File: config.mk
export PLATFORM = sky130hd
export DESIGN_NAME = fmi2s_port
export DESIGN_NICKNAME = d
export VERILOG_FILES = /design/src/fmi2s_pkg.sv /design/src/fmi2s_stream_if.sv /design/src/fmi2s_fifo.sv /design/src/fmi2s_clkdiv.sv /design/src/fmi2s_port.sv
export SDC_FILE = /design/constraint.sdc
export NUM_CORES = 1
export LEC_CHECK = 0
export BUFFER_PORTS_ARGS = -buffer_cell sky130_fd_sc_hd__buf_2
export CORE_MARGIN = 10
export CORE_UTILIZATION = 60
export CTS_CLUSTER_DIAMETER = 30
export DETAILED_ROUTE_END_ITERATION = 10
export PLACE_DENSITY = 0.75
export SYNTH_ARGS = -nofsm -noshare
export SYNTH_HDL_FRONTEND = slang
export SYNTH_SLANG_ARGS = --single-unit
File: constraint.sdc
create_clock -name mclk -period 10.15 [get_ports mclk]
set_clock_uncertainty 0.15 [all_clocks]
set_input_delay 1.5225 -clock mclk [delete_from_list [all_inputs] [get_ports mclk]]
set_output_delay 1.5225 -clock mclk [all_outputs]
set_load 0.03 [all_outputs]
File: src/fmi2s_pkg.sv
// constants shared by the fm serial audio port and its helpers.
// assumes a single 50 MHz core clock; no software-visible registers.
//
// Notes on behaviour
// receive path master or slave; transmit slave only
// master drives clock and select; sdo always driven
// sdi feeds transmit path; sdo carries receive audio
// sixteen-bit words, most significant bit first
// msb one bit after select edge, falling launch
// select low is left, high is right
// far end samples our data on rising edge
// master frame of 32 or 50 bit clocks
// fractional divider from reference, one-cycle jitter
// external slave clock at most 6 MHz; the bench codec model drives a 160 ns bit clock, 6.25 MHz
// receive master uses 48 kHz, 1.536 MHz narrow or 2.4 MHz wide
// pins routable to voice or control set
// master or slave chosen by host configuration
// unused wide-frame bit slots low, ignored in
// voice pins carry left then right, msb first
package fmi2s_pkg;
	localparam int WORD_BITS = 16;
	localparam int FRAME_NARROW = 32;
	localparam int FRAME_WIDE = 50;
	localparam int FRAME_RATE_HZ = 48000;
	localparam int MCLK_HZ = 50000000;
	localparam int SLAVE_SCK_MAX_HZ = 6000000;
	localparam int FIFO_DEPTH = 8;
	// two half-periods per bit clock, so the divider ticks twice per bit
	localparam int DIV_MOD = MCLK_HZ;
	localparam int DIV_STEP_NARROW = 2 * FRAME_RATE_HZ * FRAME_NARROW;
	localparam int DIV_STEP_WIDE = 2 * FRAME_RATE_HZ * FRAME_WIDE;
	localparam int ACC_W = 27;
	localparam logic [5:0] HALF_NARROW = 6'(FRAME_NARROW / 2);
	localparam logic [5:0] HALF_WIDE = 6'(FRAME_WIDE / 2);
	localparam logic [5:0] LAST_NARROW = 6'(FRAME_NARROW - 1);
	localparam logic [5:0] LAST_WIDE = 6'(FRAME_WIDE - 1);
	localparam logic [4:0] WORD_BITS_C = 5'(WORD_BITS);
	localparam logic [4:0] WORD_LAST_C = 5'(WORD_BITS - 1);
	localparam logic [1:0] ROUTE_VOICE = 2'h1;
	localparam logic [1:0] ROUTE_CTL = 2'h2;
	typedef enum logic {CAP_IDLE, CAP_SHIFT} fmi2s_cap_t;
endpackage : fmi2s_pkg

File: src/fmi2s_stream_if.sv
// valid/ready word channel between the port and its fifo.
// assumes both ends sit on the same clock.
`timescale 1ns/1ps
interface fmi2s_stream_if #(parameter int W = 32);
	logic valid;
	logic ready;
	logic [W-1:0] data;
	modport src (output valid, output data, input ready);
	modport snk (input valid, input data, output ready);
endinterface : fmi2s_stream_if

File: src/fmi2s_fifo.sv
// small word fifo with a registered output stage.
// assumes one clock; push and pop follow valid/ready.
`timescale 1ns/1ps
module fmi2s_fifo #(
	parameter int W = 32,
	parameter int DEPTH = 8
) (
	input wire logic clk,
	input wire logic rst_n,
	input wire logic en,
	fmi2s_stream_if.snk push,
	fmi2s_stream_if.src pop
);
	localparam int AW = $clog2(DEPTH);
	generate
		if (DEPTH < 2 || (1 << AW) != DEPTH) begin : g_bad
			$error("fmi2s_fifo depth must be a power of two, at least 2");
		end
	endgenerate

	logic [W-1:0] mem [DEPTH];
	logic [AW-1:0] wrPtr, rdPtr, next_wrPtr, next_rdPtr;
	logic [AW:0] count, next_count;
	logic spaceOk, next_spaceOk;
	logic outValid, next_outValid;
	logic [W-1:0] outData, next_outData;
	logic doWr, doRd;

	assign push.ready = spaceOk;
	assign pop.valid = outValid;
	assign pop.data = outData;

	////////////////////////////////////////////////////////////////////////
	// pointer and output stage; ready is itself a flop, low in reset, so
	// the push side sees no comb path
	always_comb begin
		doWr = push.valid & spaceOk;
		doRd = (count != '0) & (~outValid | pop.ready);
		next_wrPtr = doWr ? AW'(wrPtr + 1'b1) : wrPtr;
		next_rdPtr = doRd ? AW'(rdPtr + 1'b1) : rdPtr;
		next_count = count;
		if (doWr && !doRd) begin
			next_count = (AW + 1)'(count + 1'b1);
		end else if (doRd && !doWr) begin
			next_count = (AW + 1)'(count - 1'b1);
		end
		next_spaceOk = (next_count != (AW + 1)'(DEPTH));
		next_outValid = outValid & ~pop.ready;
		next_outData = outData;
		if (doRd) begin
			next_outValid = 1'b1;
			next_outData = mem[rdPtr];
		end
	end

	always_ff @(posedge clk or negedge rst_n) begin
		if (!rst_n) begin
			wrPtr <= '0;
			rdPtr <= '0;
			count <= '0;
			spaceOk <= 1'b0;
			outValid <= 1'b0;
			outData <= '0;
		end else if (en) begin
			wrPtr <= next_wrPtr;
			rdPtr <= next_rdPtr;
			count <= next_count;
			spaceOk <= next_spaceOk;
			outValid <= next_outValid;
			outData <= next_outData;
		end
	end

	// storage has no reset; nothing reads an unwritten entry
	always_ff @(posedge clk) begin
		if (en && doWr) begin
			mem[wrPtr] <= push.data;
		end
	end
endmodule : fmi2s_fifo

File: src/fmi2s_clkdiv.sv
// fractional step/modulus divider producing half-period ticks.
// assumes step below modulus; output edges jitter by one clock.
`timescale 1ns/1ps
module fmi2s_clkdiv #(
	parameter int ACC_W = fmi2s_pkg::ACC_W
) (
	input wire logic clk,
	input wire logic rst_n,
	input wire logic en,
	input wire logic run,
	input wire logic [ACC_W-1:0] step,
	input wire logic [ACC_W-1:0] modulus,
	output logic tick
);
	logic [ACC_W-1:0] acc, next_acc;
	logic next_tick;
	logic [ACC_W:0] sum;

	// accumulate step, wrap at modulus: average rate step/modulus
	always_comb begin
		sum = {1'b0, acc} + {1'b0, step};
		next_acc = acc;
		next_tick = 1'b0;
		if (!run) begin
			next_acc = '0;
		end else if (sum >= {1'b0, modulus}) begin
			next_acc = ACC_W'(sum - {1'b0, modulus});
			next_tick = 1'b1;
		end else begin
			next_acc = ACC_W'(sum);
		end
	end

	always_ff @(posedge clk or negedge rst_n) begin
		if (!rst_n) begin
			acc <= '0;
			tick <= 1'b0;
		end else if (en) begin
			acc <= next_acc;
			tick <= next_tick;
		end
	end
endmodule : fmi2s_clkdiv

File: src/fmi2s_port.sv
// fm serial audio port: receive audio out on sdo, transmit audio in.
// assumes config inputs come from host logic on mclk; pins are async.
`timescale 1ns/1ps
module fmi2s_port #(
	parameter int DEPTH = fmi2s_pkg::FIFO_DEPTH
) (
	input wire logic mclk,
	input wire logic rst_n,
	input wire logic clkEn,
	input wire logic masterMode,
	input wire logic wideFrame,
	input wire logic routeCtl,
	input wire logic [31:0] rxData,
	input wire logic rxValid,
	output logic rxReady,
	output logic [15:0] txData,
	output logic txRight,
	output logic txValid,
	input wire logic voiceSckIn,
	output logic voiceSckOut,
	output logic voiceSckOe,
	input wire logic voiceWsIn,
	output logic voiceWsOut,
	output logic voiceWsOe,
	output logic voiceSdo,
	output logic voiceSdoOe,
	input wire logic voiceSdi,
	input wire logic ctlSckIn,
	output logic ctlSckOut,
	output logic ctlSckOe,
	input wire logic ctlWsIn,
	output logic ctlWsOut,
	output logic ctlWsOe,
	output logic ctlSdo,
	output logic ctlSdoOe,
	input wire logic ctlSdi
);
	localparam int W = fmi2s_pkg::WORD_BITS;
	generate
		if (DEPTH != fmi2s_pkg::FIFO_DEPTH && DEPTH < 2) begin : g_bad
			$error("fmi2s_port fifo depth too small");
		end
	endgenerate

	////////////////////////////////////////////////////////////////////////
	// fifo for receive-path words {left, right}
	fmi2s_stream_if #(.W(2 * W)) pushIf ();
	fmi2s_stream_if #(.W(2 * W)) popIf ();
	logic popReady;

	assign pushIf.valid = rxValid;
	assign pushIf.data = rxData;
	assign rxReady = pushIf.ready;
	assign popIf.ready = popReady;

	fmi2s_fifo #(.W(2 * W), .DEPTH(DEPTH)) u_fifo (
		.clk(mclk),
		.rst_n(rst_n),
		.en(clkEn),
		.push(pushIf),
		.pop(popIf)
	);

	////////////////////////////////////////////////////////////////////////
	// master bit clock divider, idle while slave
	logic divTick;
	logic [fmi2s_pkg::ACC_W-1:0] divStep;

	assign divStep = wideFrame ?
		fmi2s_pkg::ACC_W'(fmi2s_pkg::DIV_STEP_WIDE) :
		fmi2s_pkg::ACC_W'(fmi2s_pkg::DIV_STEP_NARROW);

	fmi2s_clkdiv u_div (
		.clk(mclk),
		.rst_n(rst_n),
		.en(clkEn),
		.run(masterMode),
		.step(divStep),
		.modulus(fmi2s_pkg::ACC_W'(fmi2s_pkg::DIV_MOD)),
		.tick(divTick)
	);

	////////////////////////////////////////////////////////////////////////
	// pin synchronisers: {ctlSdi, ctlWs, ctlSck, voiceSdi, voiceWs, voiceSck}
	logic [5:0] syncA, syncB;

	always_ff @(posedge mclk or negedge rst_n) begin
		if (!rst_n) begin
			syncA <= '0;
			syncB <= '0;
		end else if (clkEn) begin
			syncA <= {ctlSdi, ctlWsIn, ctlSckIn, voiceSdi, voiceWsIn,
				voiceSckIn};
			syncB <= syncA;
		end
	end

	////////////////////////////////////////////////////////////////////////
	// core state
	logic selSck, selWs, selSdi;
	logic sckPrev, next_sckPrev;
	logic sckGen, next_sckGen;
	logic wsGen, next_wsGen;
	logic [5:0] bitCnt, next_bitCnt;
	logic wsLast, next_wsLast;
	logic [W-1:0] shReg, next_shReg;
	logic [W-1:0] rightHold, next_rightHold;
	logic [4:0] bitsLeft, next_bitsLeft;
	logic sdo, next_sdo;
	logic armPend, next_armPend;
	logic armCh, next_armCh;
	fmi2s_pkg::fmi2s_cap_t capState, next_capState;
	logic capCh, next_capCh;
	logic [4:0] capCnt, next_capCnt;
	logic [W-1:0] capSh, next_capSh;
	logic [15:0] next_txData;
	logic next_txRight, next_txValid;
	logic sRise, sFall, doFall, doRise, wsNew, wsChange;
	logic [5:0] cntNew;

	// pin set chosen after the second sync stage
	assign selSck = routeCtl ? syncB[3] : syncB[0];
	assign selWs = routeCtl ? syncB[4] : syncB[1];
	assign selSdi = routeCtl ? syncB[5] : syncB[2];

	// slave falls act at once so data reaches the pin before the far end's
	// next rise; limitation: select must move together with that fall
	always_comb begin
		sRise = selSck & ~sckPrev;
		sFall = ~selSck & sckPrev;
		next_sckPrev = selSck;
		next_sckGen = masterMode ? (sckGen ^ divTick) : 1'b0;
		doFall = masterMode ? (divTick & sckGen) : sFall;
		doRise = ~masterMode & sRise;
		if (bitCnt == (wideFrame ? fmi2s_pkg::LAST_WIDE :
			fmi2s_pkg::LAST_NARROW)) begin
			cntNew = '0;
		end else begin
			cntNew = 6'(bitCnt + 1'b1);
		end
		wsNew = masterMode ?
			(cntNew >= (wideFrame ? fmi2s_pkg::HALF_WIDE :
			fmi2s_pkg::HALF_NARROW)) : selWs;
		wsChange = wsNew != wsLast;
	end

	// serializer and capture
	always_comb begin
		next_bitCnt = bitCnt;
		next_wsGen = masterMode ? wsGen : 1'b0;
		next_wsLast = wsLast;
		next_shReg = shReg;
		next_rightHold = rightHold;
		next_bitsLeft = bitsLeft;
		next_sdo = sdo;
		next_armPend = armPend;
		next_armCh = armCh;
		next_capState = capState;
		next_capCh = capCh;
		next_capCnt = capCnt;
		next_capSh = capSh;
		next_txData = txData;
		next_txRight = txRight;
		next_txValid = 1'b0;
		popReady = 1'b0;
		if (doFall) begin
			if (masterMode) begin
				next_bitCnt = cntNew;
				next_wsGen = wsNew;
			end
			next_wsLast = wsNew;
			// last bit of old word may share the select edge
			next_sdo = (bitsLeft != '0) & shReg[W-1];
			if (wsChange) begin
				next_bitsLeft = fmi2s_pkg::WORD_BITS_C;
				next_armPend = 1'b1;
				next_armCh = wsNew;
				if (!wsNew) begin
					// left half: new frame word from the fifo, zeros on underrun
					popReady = 1'b1;
					next_shReg = popIf.valid ? popIf.data[2*W-1:W] : '0;
					next_rightHold = popIf.valid ? popIf.data[W-1:0] : '0;
				end else begin
					next_shReg = rightHold;
				end
			end else begin
				if (bitsLeft != '0) begin
					next_shReg = {shReg[W-2:0], 1'b0};
					next_bitsLeft = 5'(bitsLeft - 1'b1);
				end
				if (armPend) begin
					next_armPend = 1'b0;
					next_capState = fmi2s_pkg::CAP_SHIFT;
					next_capCh = armCh;
					next_capCnt = '0;
				end
			end
		end
		// far end launches on falling, so sample on our rising edge
		if (doRise) begin
			case (capState)
				fmi2s_pkg::CAP_SHIFT: begin
					next_capSh = {capSh[W-2:0], selSdi};
					next_capCnt = 5'(capCnt + 1'b1);
					if (capCnt == fmi2s_pkg::WORD_LAST_C) begin
						next_txData = {capSh[W-2:0], selSdi};
						next_txRight = capCh;
						next_txValid = 1'b1;
						next_capState = fmi2s_pkg::CAP_IDLE;
					end
				end
				fmi2s_pkg::CAP_IDLE: begin
					next_capState = fmi2s_pkg::CAP_IDLE;
				end
				default: begin
					next_capState = fmi2s_pkg::CAP_IDLE;
				end
			endcase
		end
	end

	always_ff @(posedge mclk or negedge rst_n) begin
		if (!rst_n) begin
			sckPrev <= 1'b0;
			sckGen <= 1'b0;
			wsGen <= 1'b0;
			bitCnt <= '0;
			wsLast <= 1'b0;
			shReg <= '0;
			rightHold <= '0;
			bitsLeft <= '0;
			sdo <= 1'b0;
			armPend <= 1'b0;
			armCh <= 1'b0;
			capState <= fmi2s_pkg::CAP_IDLE;
			capCh <= 1'b0;
			capCnt <= '0;
			capSh <= '0;
			txData <= '0;
			txRight <= 1'b0;
			txValid <= 1'b0;
		end else if (clkEn) begin
			sckPrev <= next_sckPrev;
			sckGen <= next_sckGen;
			wsGen <= next_wsGen;
			bitCnt <= next_bitCnt;
			wsLast <= next_wsLast;
			shReg <= next_shReg;
			rightHold <= next_rightHold;
			bitsLeft <= next_bitsLeft;
			sdo <= next_sdo;
			armPend <= next_armPend;
			armCh <= next_armCh;
			capState <= next_capState;
			capCh <= next_capCh;
			capCnt <= next_capCnt;
			capSh <= next_capSh;
			txData <= next_txData;
			txRight <= next_txRight;
			txValid <= next_txValid;
		end
	end

	////////////////////////////////////////////////////////////////////////
	// pin drivers, one registered set per pin group; unselected set floats
	logic [1:0] pSckO, pSckE, pWsO, pWsE, pSdoO, pSdoE;
	logic [1:0] routeSel;

	assign routeSel = routeCtl ? fmi2s_pkg::ROUTE_CTL :
		fmi2s_pkg::ROUTE_VOICE;

	genvar g;
	generate
		for (g = 0; g < 2; g++) begin : g_pins
			logic nSckO, nSckE, nWsO, nWsE, nSdoO, nSdoE;
			always_comb begin
				nSckE = routeSel[g] & masterMode;
				nWsE = routeSel[g] & masterMode;
				nSdoE = routeSel[g];
				nSckO = sckGen;
				nWsO = wsGen;
				nSdoO = sdo;
			end
			always_ff @(posedge mclk or negedge rst_n) begin
				if (!rst_n) begin
					pSckO[g] <= 1'b0;
					pSckE[g] <= 1'b0;
					pWsO[g] <= 1'b0;
					pWsE[g] <= 1'b0;
					pSdoO[g] <= 1'b0;
					pSdoE[g] <= 1'b0;
				end else if (clkEn) begin
					pSckO[g] <= nSckO;
					pSckE[g] <= nSckE;
					pWsO[g] <= nWsO;
					pWsE[g] <= nWsE;
					pSdoO[g] <= nSdoO;
					pSdoE[g] <= nSdoE;
				end
			end
		end
	endgenerate

	assign voiceSckOut = pSckO[0];
	assign voiceSckOe = pSckE[0];
	assign voiceWsOut = pWsO[0];
	assign voiceWsOe = pWsE[0];
	assign voiceSdo = pSdoO[0];
	assign voiceSdoOe = pSdoE[0];
	assign ctlSckOut = pSckO[1];
	assign ctlSckOe = pSckE[1];
	assign ctlWsOut = pWsO[1];
	assign ctlWsOe = pWsE[1];
	assign ctlSdo = pSdoO[1];
	assign ctlSdoOe = pSdoE[1];
endmodule : fmi2s_port

Word-level counts from Yosys, hierarchy flattened
Memories as Yosys holds them, arrays and structs flattened. A register that Yosys moved wholly into a read port is not among the register bits. Cells that the tools add are included. Widths: inputs -> output; s select.

Equality and inequality tests: 4. Mux-type cells: 48. Magnitude comparators: 2. Reductions and logical operators: 19. $add $sub $neg: 9. Bitwise gates (word level): 20.

Operator list (count): $mux 16 (5); $mux 27 (2); $mux 5 (7); $add 27x23->28 (1); $ge 28x26->1 const B (1); $sub 27x26->27 const B (1); $mux 1 (26); $mux 23 (1); $mux 4 (3); $mux 6 (2); $reduce_and 3->1 (4); $reduce_and 4->1 (3); $and 1x1->1 (10); $not 1->1 (8); $add 3x1->3 const B (2); $add 6x1->6 const B (1); $eq 6x6->1 (1); $ge 6x5->1 (1); $reduce_and 2->1 (3); $add 5x1->5 const B (1); $eq 5x4->1 const B (1); $reduce_bool 5->1 (1); $sub 5x1->5 const B (1); $add 4x1->4 const B (1); other kinds (11) (15).

Output and inout port bits: 31. RAM bits: 256. Input port bits: 45. Memories kept: 1. Word-level logic and storage cells: 137. Register bits after elaboration: 149.

Memory list: u_fifo.mem (depth 8, width 32, rd ports 1, clocked after Yosys merged registers in 1, wr ports 1, RTL line fmi2s_fifo.sv:21) `logic [W-1:0] mem [DEPTH];`.

Depth between registers and ports, before layout
Gate-level depths: netlist (run 1).

Word-level depth: 14. Mapped depth: 17. Depth with buffers taken out: 16.

By module
A second synthesis (run 1) with hierarchy kept.

Cells, all modules: 1563. Area, all modules: 20721.1 um2.

By module, submodules not included: fmi2s_fifo (cells each 557, area an instance 11486.0 um2, sequential area each 8788.4 um2, times used 1); fmi2s_port (cells each 500, area an instance 5197.5 um2, sequential area each 2727.6 um2, times used 1); fmi2s_clkdiv (cells each 506, area an instance 4037.6 um2, sequential area each 700.7 um2, times used 1).

Worst setup path after synthesis (run 1)
No wires, ideal clock.

Path kind: input port to flip-flop. Start: input port clkEn. End: memory u_fifo.mem[1][0], enable pin. Data required time: 9539 ps. Buffers on the path: 2. Slack: 5074 ps. Arrival: 4465 ps. Cell stages on the path: 4. Library setup time: 461 ps. Cells stage by stage: buf_2 buf_1 nand4_1 nor3_1.

Word-level cells in the longest chain between the ends: 3.

RTL lines: start: declaration (RTL line fmi2s_port.sv:9) `input wire logic clkEn,`; $logic_and 1x1->1 (RTL line fmi2s_fifo.sv:76) `if (en && doWr) begin`; $mux 1 (RTL line fmi2s_fifo.sv:76); $mux 1 (not written as such) (RTL line fmi2s_fifo.sv:77) `mem[wrPtr] <= push.data;`; end: declaration (RTL line fmi2s_fifo.sv:21).

No other way between the ends.

Final worst setup path (run 1)
Start: input port wideFrame. End: register u_fifo.outData[25], in the netlist u_fifo.pop.data[25] (read register of u_fifo.mem).

Word-level cells in the longest chain between the ends: 11. Elaborated cells on any way between the ends: 13. Those cells by class: order compare: 1; eq/ne: 2; mux: 7; bitwise: 2; reduce/logical: 1.

RTL lines: start: declaration (RTL line fmi2s_port.sv:11) `input wire logic wideFrame,`; $mux 6 (RTL line fmi2s_port.sv:135) `if (bitCnt == (wideFrame ? fmi2s_pkg::LAST_WIDE :`; $eq 6x6->1 (RTL line fmi2s_port.sv:135); $mux 6 (RTL line fmi2s_port.sv:135); $ge 6x5->1 (*) (RTL line fmi2s_port.sv:142) `(cntNew >= (wideFrame ? fmi2s_pkg::HALF_WIDE :`; $mux 1 (*) (RTL line fmi2s_port.sv:141) `wsNew = masterMode ?`; $mux 1 / $ne 1x1->1 (equally long branches) (RTL line fmi2s_port.sv:178, fmi2s_port.sv:144); $mux 1 (*) (RTL line fmi2s_port.sv:174) `if (wsChange) begin`; $mux 1 (*) (RTL line fmi2s_port.sv:166) `if (doFall) begin`; $or 1x1->1 (*) (RTL line fmi2s_fifo.sv:38) `doRd = (count != '0) & (~outValid | pop.ready);`; $and 1x1->1 (*) (RTL line fmi2s_fifo.sv:38); $reduce_and 2->1 (no line) (*); end: declaration (RTL line fmi2s_fifo.sv:26) `logic [W-1:0] outData, next_outData;`.

Mark *: on every way between the ends. The rest lies on a longest branch, timed or not. A chain may end at the register's enable or synchronous reset.

==> results of run 1 <==
-- stage by stage --
stage / utilization, % / cells / power [W] / instance area, um^2
final: 72.3 / 1879 / 0.00651 / 22000
after global routing: 72.3 / 1879 / 0.00680 / 22000
after CTS: 72.3 / 1879 / 0.00654 / 22000
after detailed placement: 63.0 / 1730 / 0.00381 / 19200
after global placement: 63.0 / 1730 / 0.00375 / 19200
after floorplan: - / 1316 / 0.00342 / 18400
-- report_power, final --
group	leakage [nW]	internal, W	switching [W]
logic	2.61	0.000630	0.000815
registers	4.56	0.00214	0.000228
clock network	1.36	0.00175	0.000944
total	8.53	0.00452	0.00199
-- layer usage --
layer | wire [um] | vias up
met1 | 16700 | 5815
met5 | 42 | -
met4 | 1420 | 8
li1 | - | 5194
met2 | 19700 | 418
met3 | 2600 | 103
-- placed cells by master (no fill, tap or decap), types with 10 or more instances in the layout --
master     count
o22ai_1       16
nor2_1        30
dfrtp_1      171
ha_1          26
mux2_2        39
clkbuf_16     83
buf_4         16
nand3_1       39
mux2i_1       36
inv_1         24
a31oi_1       20
o31ai_1       17
edfxtp_1     256
xor2_1        14
mux4_2        64
inv_6         14
buf_2         74
o21ai_0      111
nand4_1       10
nand2_1      195
a21oi_1       25
xnor2_1       27
clkinv_2      11
-- cells by family (layout without fill, tap and decap cells) --
logic type               after synthesis  count (layout)
XOR/XNOR                              41              41
flip-flops                           430             430
AO/OA/AOI/OAI                        248             248
adder cells (fa/ha/maj)               27              27
AND/OR/NAND/NOR                      332             332
buffers and inverters                 99             266
multiplexers                         139             139
-- final cells by class --
cell class                 count  area [um^2]
multi-input combinational    787         6040
clock inverter                53          612
tap                          396          495
sequential                   430        12000
timing repair buffer          91          502
fill                        1884         8440
clock buffer                  96         2200
inverter                      26         97.6
-- sequential cells by signal (all words and copies together) (netlist names), 6 cells and up --
| name | count |
|---|---|
| shReg | 16 |
| syncB | 6 |
| rightHold | 16 |
| u_fifo.mem | 256 |
| syncA | 6 |
| bitCnt | 6 |
| txData | 16 |
| capSh | 15 |
| u_fifo.pop.data | 32 |
| u_div.acc | 20 |
-- final timing paths --
| check | startpoint | to | slack (ns) | cells after the start |
|---|---|---|---|---|
| min reg2reg | voiceSdoOe | voiceSdoOe | 0.33 | 2 |
| max in group asynchronous | rst_n | u_fifo.rdPtr[2] | 7.87 | 2 |
| min | voiceSdoOe | voiceSdoOe | 0.33 | 2 |
| min in group asynchronous | rst_n | u_fifo.wrPtr[1] | 0.76 | 1 |
| max | wideFrame | u_fifo.pop.data[25] | 4.49 | 15 |
| max reg2reg | bitCnt[2] | u_fifo.pop.data[25] | 5.22 | 13 |
-- critical path: cells and delay by family --
family                     cells  cell delay, ns
and+or+nand+nor                4            1.25
AOI/OAI and AO/OA              7            2.07
buffers and inverters          3            0.82
adders and majority gates      1            0.24
==> out/results.ini, run 1 <==
[run_status]
outcome = completed

[critical_path]
required_ns = 10.45
crit_path_cell_trace = buf_2 -> nand2_1 -> or4_1 -> a21oi_1 -> o21ai_0 -> a21oi_1 -> o21a_1 -> o31ai_4 -> buf_4 -> inv_2 -> ha_1 -> nand2_1 -> a21boi_1 -> nand2_2 -> o21ai_0
cp_max_fo = 66
cp.arrival_ns = 5.95
cp_slowest_cell = nand2_2
cp-start-kind = input pin
critPathKind = in2reg
endpoint_kind = flop
slowest_delay_ns = 0.69

[floorplan]
core.rowCount = 64
die-area_um2 = 38100
core_um2 = 30400
die_w_um = 195
initial_utilization_pct = 60.6
die_y_um = 195
io_pins = 76

[pwr]
max-vdd-ir-drop_uv = 187
total_leakage_power_nw = 8.53
powerDensity_nw_per_um2 = 296

[sta]
fin_crit_ns = 5.66
maxSlewViolCount = 0
max_freq_mhz = 177
hold_slack_ns = 0.329
slew_headroom_pct = 26.9
finalSetupViolCount = 0
finalHoldViolations = 0
fin_tns_setup_ns = 0
finalCritPeriodShare_pct = 55.7
setup_slack_ns = 4.49
rsz0062_at_grt = false
worst_slew_pin_slew_ns = 1.10

[route]
drc_errors = 0
via_per_inst = 6.14
drt_wl_total_um = 40400
first_pass_iters = 5
dr_total_vias = 11500
first_iter_violations = 897
final_antenna_net_count = 0
wl_per_cell_um = 21.5

[final_layout]
diodes = 0
nets = 1490
drive_above_1_share_pct = 24.3
area_delta_synth_final_pct = 19.4

[yosys]
synth_top_area_share_pct = 41.7
synth-simple-area-share_pct = 7.97
netlist_area_um2 = 18400
ys_top_cells_by_count = 256 x edfxtp_1, 196 x nand2_1, 174 x dfrtp_1
synth_cells = 1316
syn_area_per_cell_um2 = 14.0
postSynth.asyncResetShare_pct = 40.5
synth-seq-cells = 430
yosys.cell_count.top_type = edfxtp_1
yosysTopAreaCell = edfxtp_1
synth_compound_area_share_pct = 8.45
synth_ff_type = edfxtp_1
syn_nets = 1388
synth_area_leaders = edfxtp_1 42%, dfrtp_1 24%, mux4_2 7.8%
ys_warn_count = 0
synth_xor_area_share_pct = 1.95
synth_top_family_by_area = multiplexers
ys_types = 74
synth_edf_count = 256
synthMuxAreaShare_pct = 12.2
yosysSeqAreaShare_pct = 65.4
synth_adder_area_share_pct = 1.87

[placed_design]
dp_slack_ns = 3.95
dp_hpwl_um = 22300
port_buffers = 75
place.gp.congestion = 0.861

[clock_network]
insertion_delay_ns = 0.61
cts_max_level = 3
postCtsSetupRepairBufs = 0
cts_tree = built
ctsRootBufferMaster = clkbuf_16
clk_path_buf_depth = 3
cts.sink_count = 430
cts-buffers-inserted = 82
clk_pin_slew_ns = 0.05
hold_buffers = 0
ctsResizeCount = 0

[global_routing]
grt_use_met2_pct = 33.7
grt-ovfl-total = 0
grt_max_degree = 67
grt_pass1_vias = 11900
gr-usage-met1_pct = 27.6
track_usage_pct = 21.3
use_met3_pct = 5.04
grt_first_pass_wirelength_um = 64900
antenna_found_initial = 4
busiest_layer = met2

[run]
maxCapViolations = 0

[worst_hold_path]
worstHoldPathType = reg2reg

No activity file was read; power rests on OpenSTA's default activity.
==> run 2: changes to the inputs <==
==> constraint.sdc (replaced) <==
create_clock -name mclk -period 5.4 [get_ports mclk]
set_clock_uncertainty 0.15 [all_clocks]
set_input_delay 0.81 -clock mclk [delete_from_list [all_inputs] [get_ports mclk]]
set_output_delay 0.81 -clock mclk [all_outputs]
set_load 0.03 [all_outputs]
==> out/results.ini, run 2 (same netlist as run 1, synthesis figures left out) <==
[route]
first_pass_iters = 6
drt_wl_total_um = 40200
first_iter_violations = 908
dr_total_vias = 11400
drc_errors = 0
wl_per_cell_um = 21.3
via_per_inst = 6.05
final_antenna_net_count = 0

[sta]
setup_slack_ns = 0.969
finalCritPeriodShare_pct = 82.1
worst_slew_pin_slew_ns = 1.16
slew_headroom_pct = 22.9
fin_tns_setup_ns = 0
fin_crit_ns = 4.43
finalSetupViolCount = 0
finalHoldViolations = 0
maxSlewViolCount = 0
rsz0062_at_grt = false
max_freq_mhz = 226

[global_routing]
grt_pass1_vias = 12000
grt-ovfl-total = 0
antenna_found_initial = 3
grt_max_degree = 75
grt_first_pass_wirelength_um = 65700
track_usage_pct = 21.4

[clock_network]
insertion_delay_ns = 0.59
cts-buffers-inserted = 81
ctsResizeCount = 0
ctsRootBufferMaster = clkbuf_16
hold_buffers = 0
clk_pin_slew_ns = 0.05
cts_max_level = 3
cts_tree = built
cts.sink_count = 430
postCtsSetupRepairBufs = 0
clk_path_buf_depth = 3

[floorplan]
die_y_um = 195
initial_utilization_pct = 60.6
core_um2 = 30400
die-area_um2 = 38100
core.rowCount = 64
die_w_um = 195
io_pins = 76

[critical_path]
required_ns = 5.74
cp.arrival_ns = 4.77
worst_r2r_endpoint = rightHold[8]
endpoint_kind = flop
reg2reg_from = bitCnt[0]
worstSetupEndpoint = u_div.acc[20]
cp-start-kind = input pin
critPathKind = in2reg
rr_worst_depth = 12
startpoint = wideFrame
cp_max_fo = 14
reg2reg_slack_ns = 1.27

[pwr]
p_comb_share_pct = 21.4
pwr-share-seq_pct = 36.8
powerDensity_nw_per_um2 = 558
max-vdd-ir-drop_uv = 441
power.internal_w = 0.00859
power.switching_w = 0.00373
clkPwrFrac_pct = 41.7
total_leakage_power_nw = 8.56
p_sw_share_pct = 30.3

[placed_design]
dp_slack_ns = 0.434
port_buffers = 75
place_area_um2 = 19200
place.gp.congestion = 0.855
dp_hpwl_um = 23000

[final_layout]
layout_commonest_cell = edfxtp_1
layout_common_cells = 256 x edfxtp_1, 195 x nand2_1, 171 x dfrtp_1
nets = 1496
final_core_utilization_pct = 72.6
regMostFlops = u_fifo.mem
final_cell_area_um2 = 22100
drive_above_1_share_pct = 24.5
area_delta_synth_final_pct = 19.8
largest_reg_flops = 256

[worst_hold_path]
worstHoldPathType = in2async

[run_status]
outcome = completed

[run]
maxCapViolations = 0

==> run 2: cell count changes in the layout (fill, tap and decap cells not counted), sizes merged, moves of 4 or more <==
cell	delta
buf	+7
bufinv	+4
clkbuf	-8
clkinvlp	+5
==> run 2: power groups by stage <==
stage	clock network [W]	registers (W)	logic, W
after floorplan	0	0.00430	0.00213
after global placement	0	0.00455	0.00252
after detailed placement	0	0.00457	0.00260
after CTS	0.00520	0.00454	0.00266
after global routing	0.00538	0.00461	0.00290
final	0.00514	0.00454	0.00264
==> run 2: layout make-up <==
type / instances / area, um^2
Multi-Input combinational cell: 787 / 6040
Clock buffer: 88 / 2080
Tap cell: 396 / 495
Clock inverter: 62 / 754
Antenna cell: 2 / 5.00
Inverter: 26 / 97.6
Sequential cell: 430 / 12000
Timing Repair Buffer: 98 / 554
Fill cell: 1882 / 8350
==> run 2: routing by layer <==
metal  share of wire, %  global-route usage [%]  routed length (um)  vias up
met2                 50                    35.3               20100      359
met5              0.057                       0                  23        -
met1                 42                    27.6               16800     5786
li1                   -                       -                   -     5203
met4                2.3                    7.24                 932        4
met3                5.9                    4.80                2350       81
==> run 2: worst min path at each step <==
stage                     slack (ns)            start  depth (start not counted)               to
after detailed placement        0.32       voiceSdoOe                          2       voiceSdoOe
final                           0.07            rst_n                          1    u_div.acc[16]
after floorplan                 0.28  g_pins[0].nSdoO                          2  g_pins[0].nSdoO
after CTS                       0.11            rst_n                          1    u_div.acc[15]
after global routing            0.12            rst_n                          1    u_div.acc[14]
after global placement          0.30  g_pins[0].nSdoO                          2  g_pins[0].nSdoO
==> run 2: per-stage QoR <==
step                total power, W  hold slack (ns)  instances
CTS                         0.0124            0.110       1887
global route                0.0129            0.121       1887
detailed placement         0.00717            0.321       1737
finish                      0.0123           0.0722       1889
floorplan                  0.00643            0.283       1316
global placement           0.00707            0.304       1737
==> run 2: critical path, stage by stage <==
cell       delay (ns)
buf_2            0.25
inv_1            0.24
ha_1             0.44
a2111oi_0        0.40
o21ai_1          0.20
a31oi_2          0.43
o21ai_0          0.24
mux2i_1          0.36
a21boi_1         0.40
o21a_4           0.29
nor3_1           0.09
or4b_1           0.52
o221ai_1         0.09
==> run 3: changes to the inputs <==
--- a/config.mk
+++ b/config.mk
@@ -7,10 +7,10 @@
 export LEC_CHECK = 0
 export BUFFER_PORTS_ARGS = -buffer_cell sky130_fd_sc_hd__buf_2
 export CORE_MARGIN = 10
-export CORE_UTILIZATION = 60
+export CORE_UTILIZATION = 56
 export CTS_CLUSTER_DIAMETER = 30
 export DETAILED_ROUTE_END_ITERATION = 10
-export PLACE_DENSITY = 0.75
+export PLACE_DENSITY = 0.73
 export SYNTH_ARGS = -nofsm -noshare
 export SYNTH_HDL_FRONTEND = slang
 export SYNTH_SLANG_ARGS = --single-unit
==> constraint.sdc (replaced) <==
create_clock -name mclk -period 3.58 [get_ports mclk]
set_clock_uncertainty 0.15 [all_clocks]
set_input_delay 0.537 -clock mclk [delete_from_list [all_inputs] [get_ports mclk]]
set_output_delay 0.537 -clock mclk [all_outputs]
set_load 0.03 [all_outputs]
==> out/results.ini, run 3 (same netlist as run 1, synthesis figures left out) <==
[run_status]
outcome = completed

[critical_path]
cp_max_fo = 5
endpoint_kind = flop
required_ns = 3.86
cp-start-kind = flop
critPathKind = reg2reg
cp.arrival_ns = 3.86
reg2reg_slack_ns = 0.005

[global_routing]
grt_max_degree = 67
grt-ovfl-total = 0
grt_first_pass_wirelength_um = 65900
grt_pass1_vias = 12000
track_usage_pct = 20.1
antenna_found_initial = 4

[final_layout]
layout_commonest_cell = edfxtp_1
drive_above_1_share_pct = 30.0
largest_reg_flops = 256
fin_cells = 2012
regMostFlops = u_fifo.mem
nets = 1587
layout_common_cells = 256 x edfxtp_1, 195 x nand2_1, 171 x dfrtp_1
final_core_utilization_pct = 69.9
area_delta_synth_final_pct = 23.5
fill_cells = 2132

[clock_network]
insertion_delay_ns = 0.57
cts_tree = built
cts-buffers-inserted = 68
clk_path_buf_depth = 3
clk_pin_slew_ns = 0.05
cts.sink_count = 430
cts_max_level = 3
ctsRootBufferMaster = clkbuf_16

[run]
maxCapViolations = 0

[floorplan]
core_um2 = 32500
io_pins = 76
die_y_um = 201
die_w_um = 201
core.rowCount = 66
die-area_um2 = 40600
initial_utilization_pct = 56.6

[sta]
fin_crit_ns = 3.58
finalSetupViolCount = 0
rsz0062_at_grt = true
max_freq_mhz = 280
setup_slack_ns = 0.00469
fin_tns_setup_ns = 0
slew_headroom_pct = 47.6
maxSlewViolCount = 0
finalCritPeriodShare_pct = 99.9
finalHoldViolations = 0
worst_slew_pin_slew_ns = 0.784

[placed_design]
dp_hpwl_um = 24100
dp.cells = 1875
dp_slack_ns = -0.494
port_buffers = 75
place.gp.congestion = 0.873

[route]
via_per_inst = 5.84
drt_wl_total_um = 40700
first_iter_violations = 932
wl_per_cell_um = 20.2
first_pass_iters = 6
dr_total_vias = 11700
final_antenna_net_count = 0
drc_errors = 0

[pwr]
max-vdd-ir-drop_uv = 675
powerDensity_nw_per_um2 = 804
total_leakage_power_nw = 8.90
p_total_w = 0.0183

[worst_hold_path]
worstHoldPathType = in2reg

## run 3: cell count changes in the layout (fill, tap and decap cells not counted), moves of 4 or more
cell        previous run  this run
buf_6                  1         5
ha_4                   0         4
clkbuf_1               5         9
clkinvlp_4            12         7
clkbuf_16             82        70
ha_1                  26        21
clkinv_2              12         2
buf_4                 23       117
o21ai_0              111       107
buf_12                 0         5
## run 3: final cells by class
type | instances | area, um^2 | area share (%)
well taps | 442 | 553 | 2.43
multi-input cells | 787 | 6240 | 27.4
repair buffers | 202 | 1420 | 6.22
diodes | 1 | 2.50 | 0.0110
inverters | 26 | 101 | 0.445
clock buffers | 82 | 1830 | 8.03
clock inverters | 42 | 564 | 2.48
flip-flops and latches | 430 | 12000 | 52.9
## run 3: power by group
group	leakage, nW	total, W	switching, W	internal (W)
Clock	1.14	0.00672	0.00241	0.00431
Combinational	3.20	0.00482	0.00246	0.00236
Sequential	4.56	0.00676	0.000687	0.00607
## run 3: per-stage QoR
stage               instance area [um^2]  hold slack [ns]
finish                             22800           0.0584
global placement                   20100            0.311
global route                       22800           0.0562
floorplan                          18500           0.0914
CTS                                22600           0.0405
detailed placement                 20100            0.310
## run 3: what timing repair did
action                                  CTS  global route
buffers inserted                          7             5
hold buffers                              1             0
pin swaps                                12            19
endpoints found under the setup margin    2            17
gates resized for setup                   8            28
endpoints found under the hold margin    59             0
## run 3: path summary, 6_finish.rpt
kind                                   start  cells past startpoint         endpoint
max in group asynchronous              rst_n                      3  u_fifo.rdPtr[0]
worst min register to register     txData[0]                      2        txData[0]
worst max register to register  u_div.acc[9]                     13    u_div.acc[10]
worst max-delay path            u_div.acc[9]                     13    u_div.acc[10]
min in group asynchronous              rst_n                      2    u_div.acc[16]
worst min-delay path                  ctlSdi                      2         syncA[5]
## run 3: routing by layer
| metal | wire [um] | global-route usage [%] |
|---|---|---|
| met5 | 37 | 0 |
| met4 | 669 | 5.23 |
| met3 | 2380 | 4.31 |
| met2 | 20200 | 33.2 |
| met1 | 17500 | 26.5 |
## run 3: critical path, stage by stage, from the launching register on
cell     delay (ns)
dfrtp_1        0.42
ha_4           0.19
inv_2          0.05
fa_2           0.22
nor2b_4        0.05
o21a_1         0.18
or3b_1         0.38
a211o_1        0.28
a211o_1        0.34
a21o_1         0.20
o21a_4         0.23
or4_4          0.42
xor2_1         0.15
a31o_1         0.17
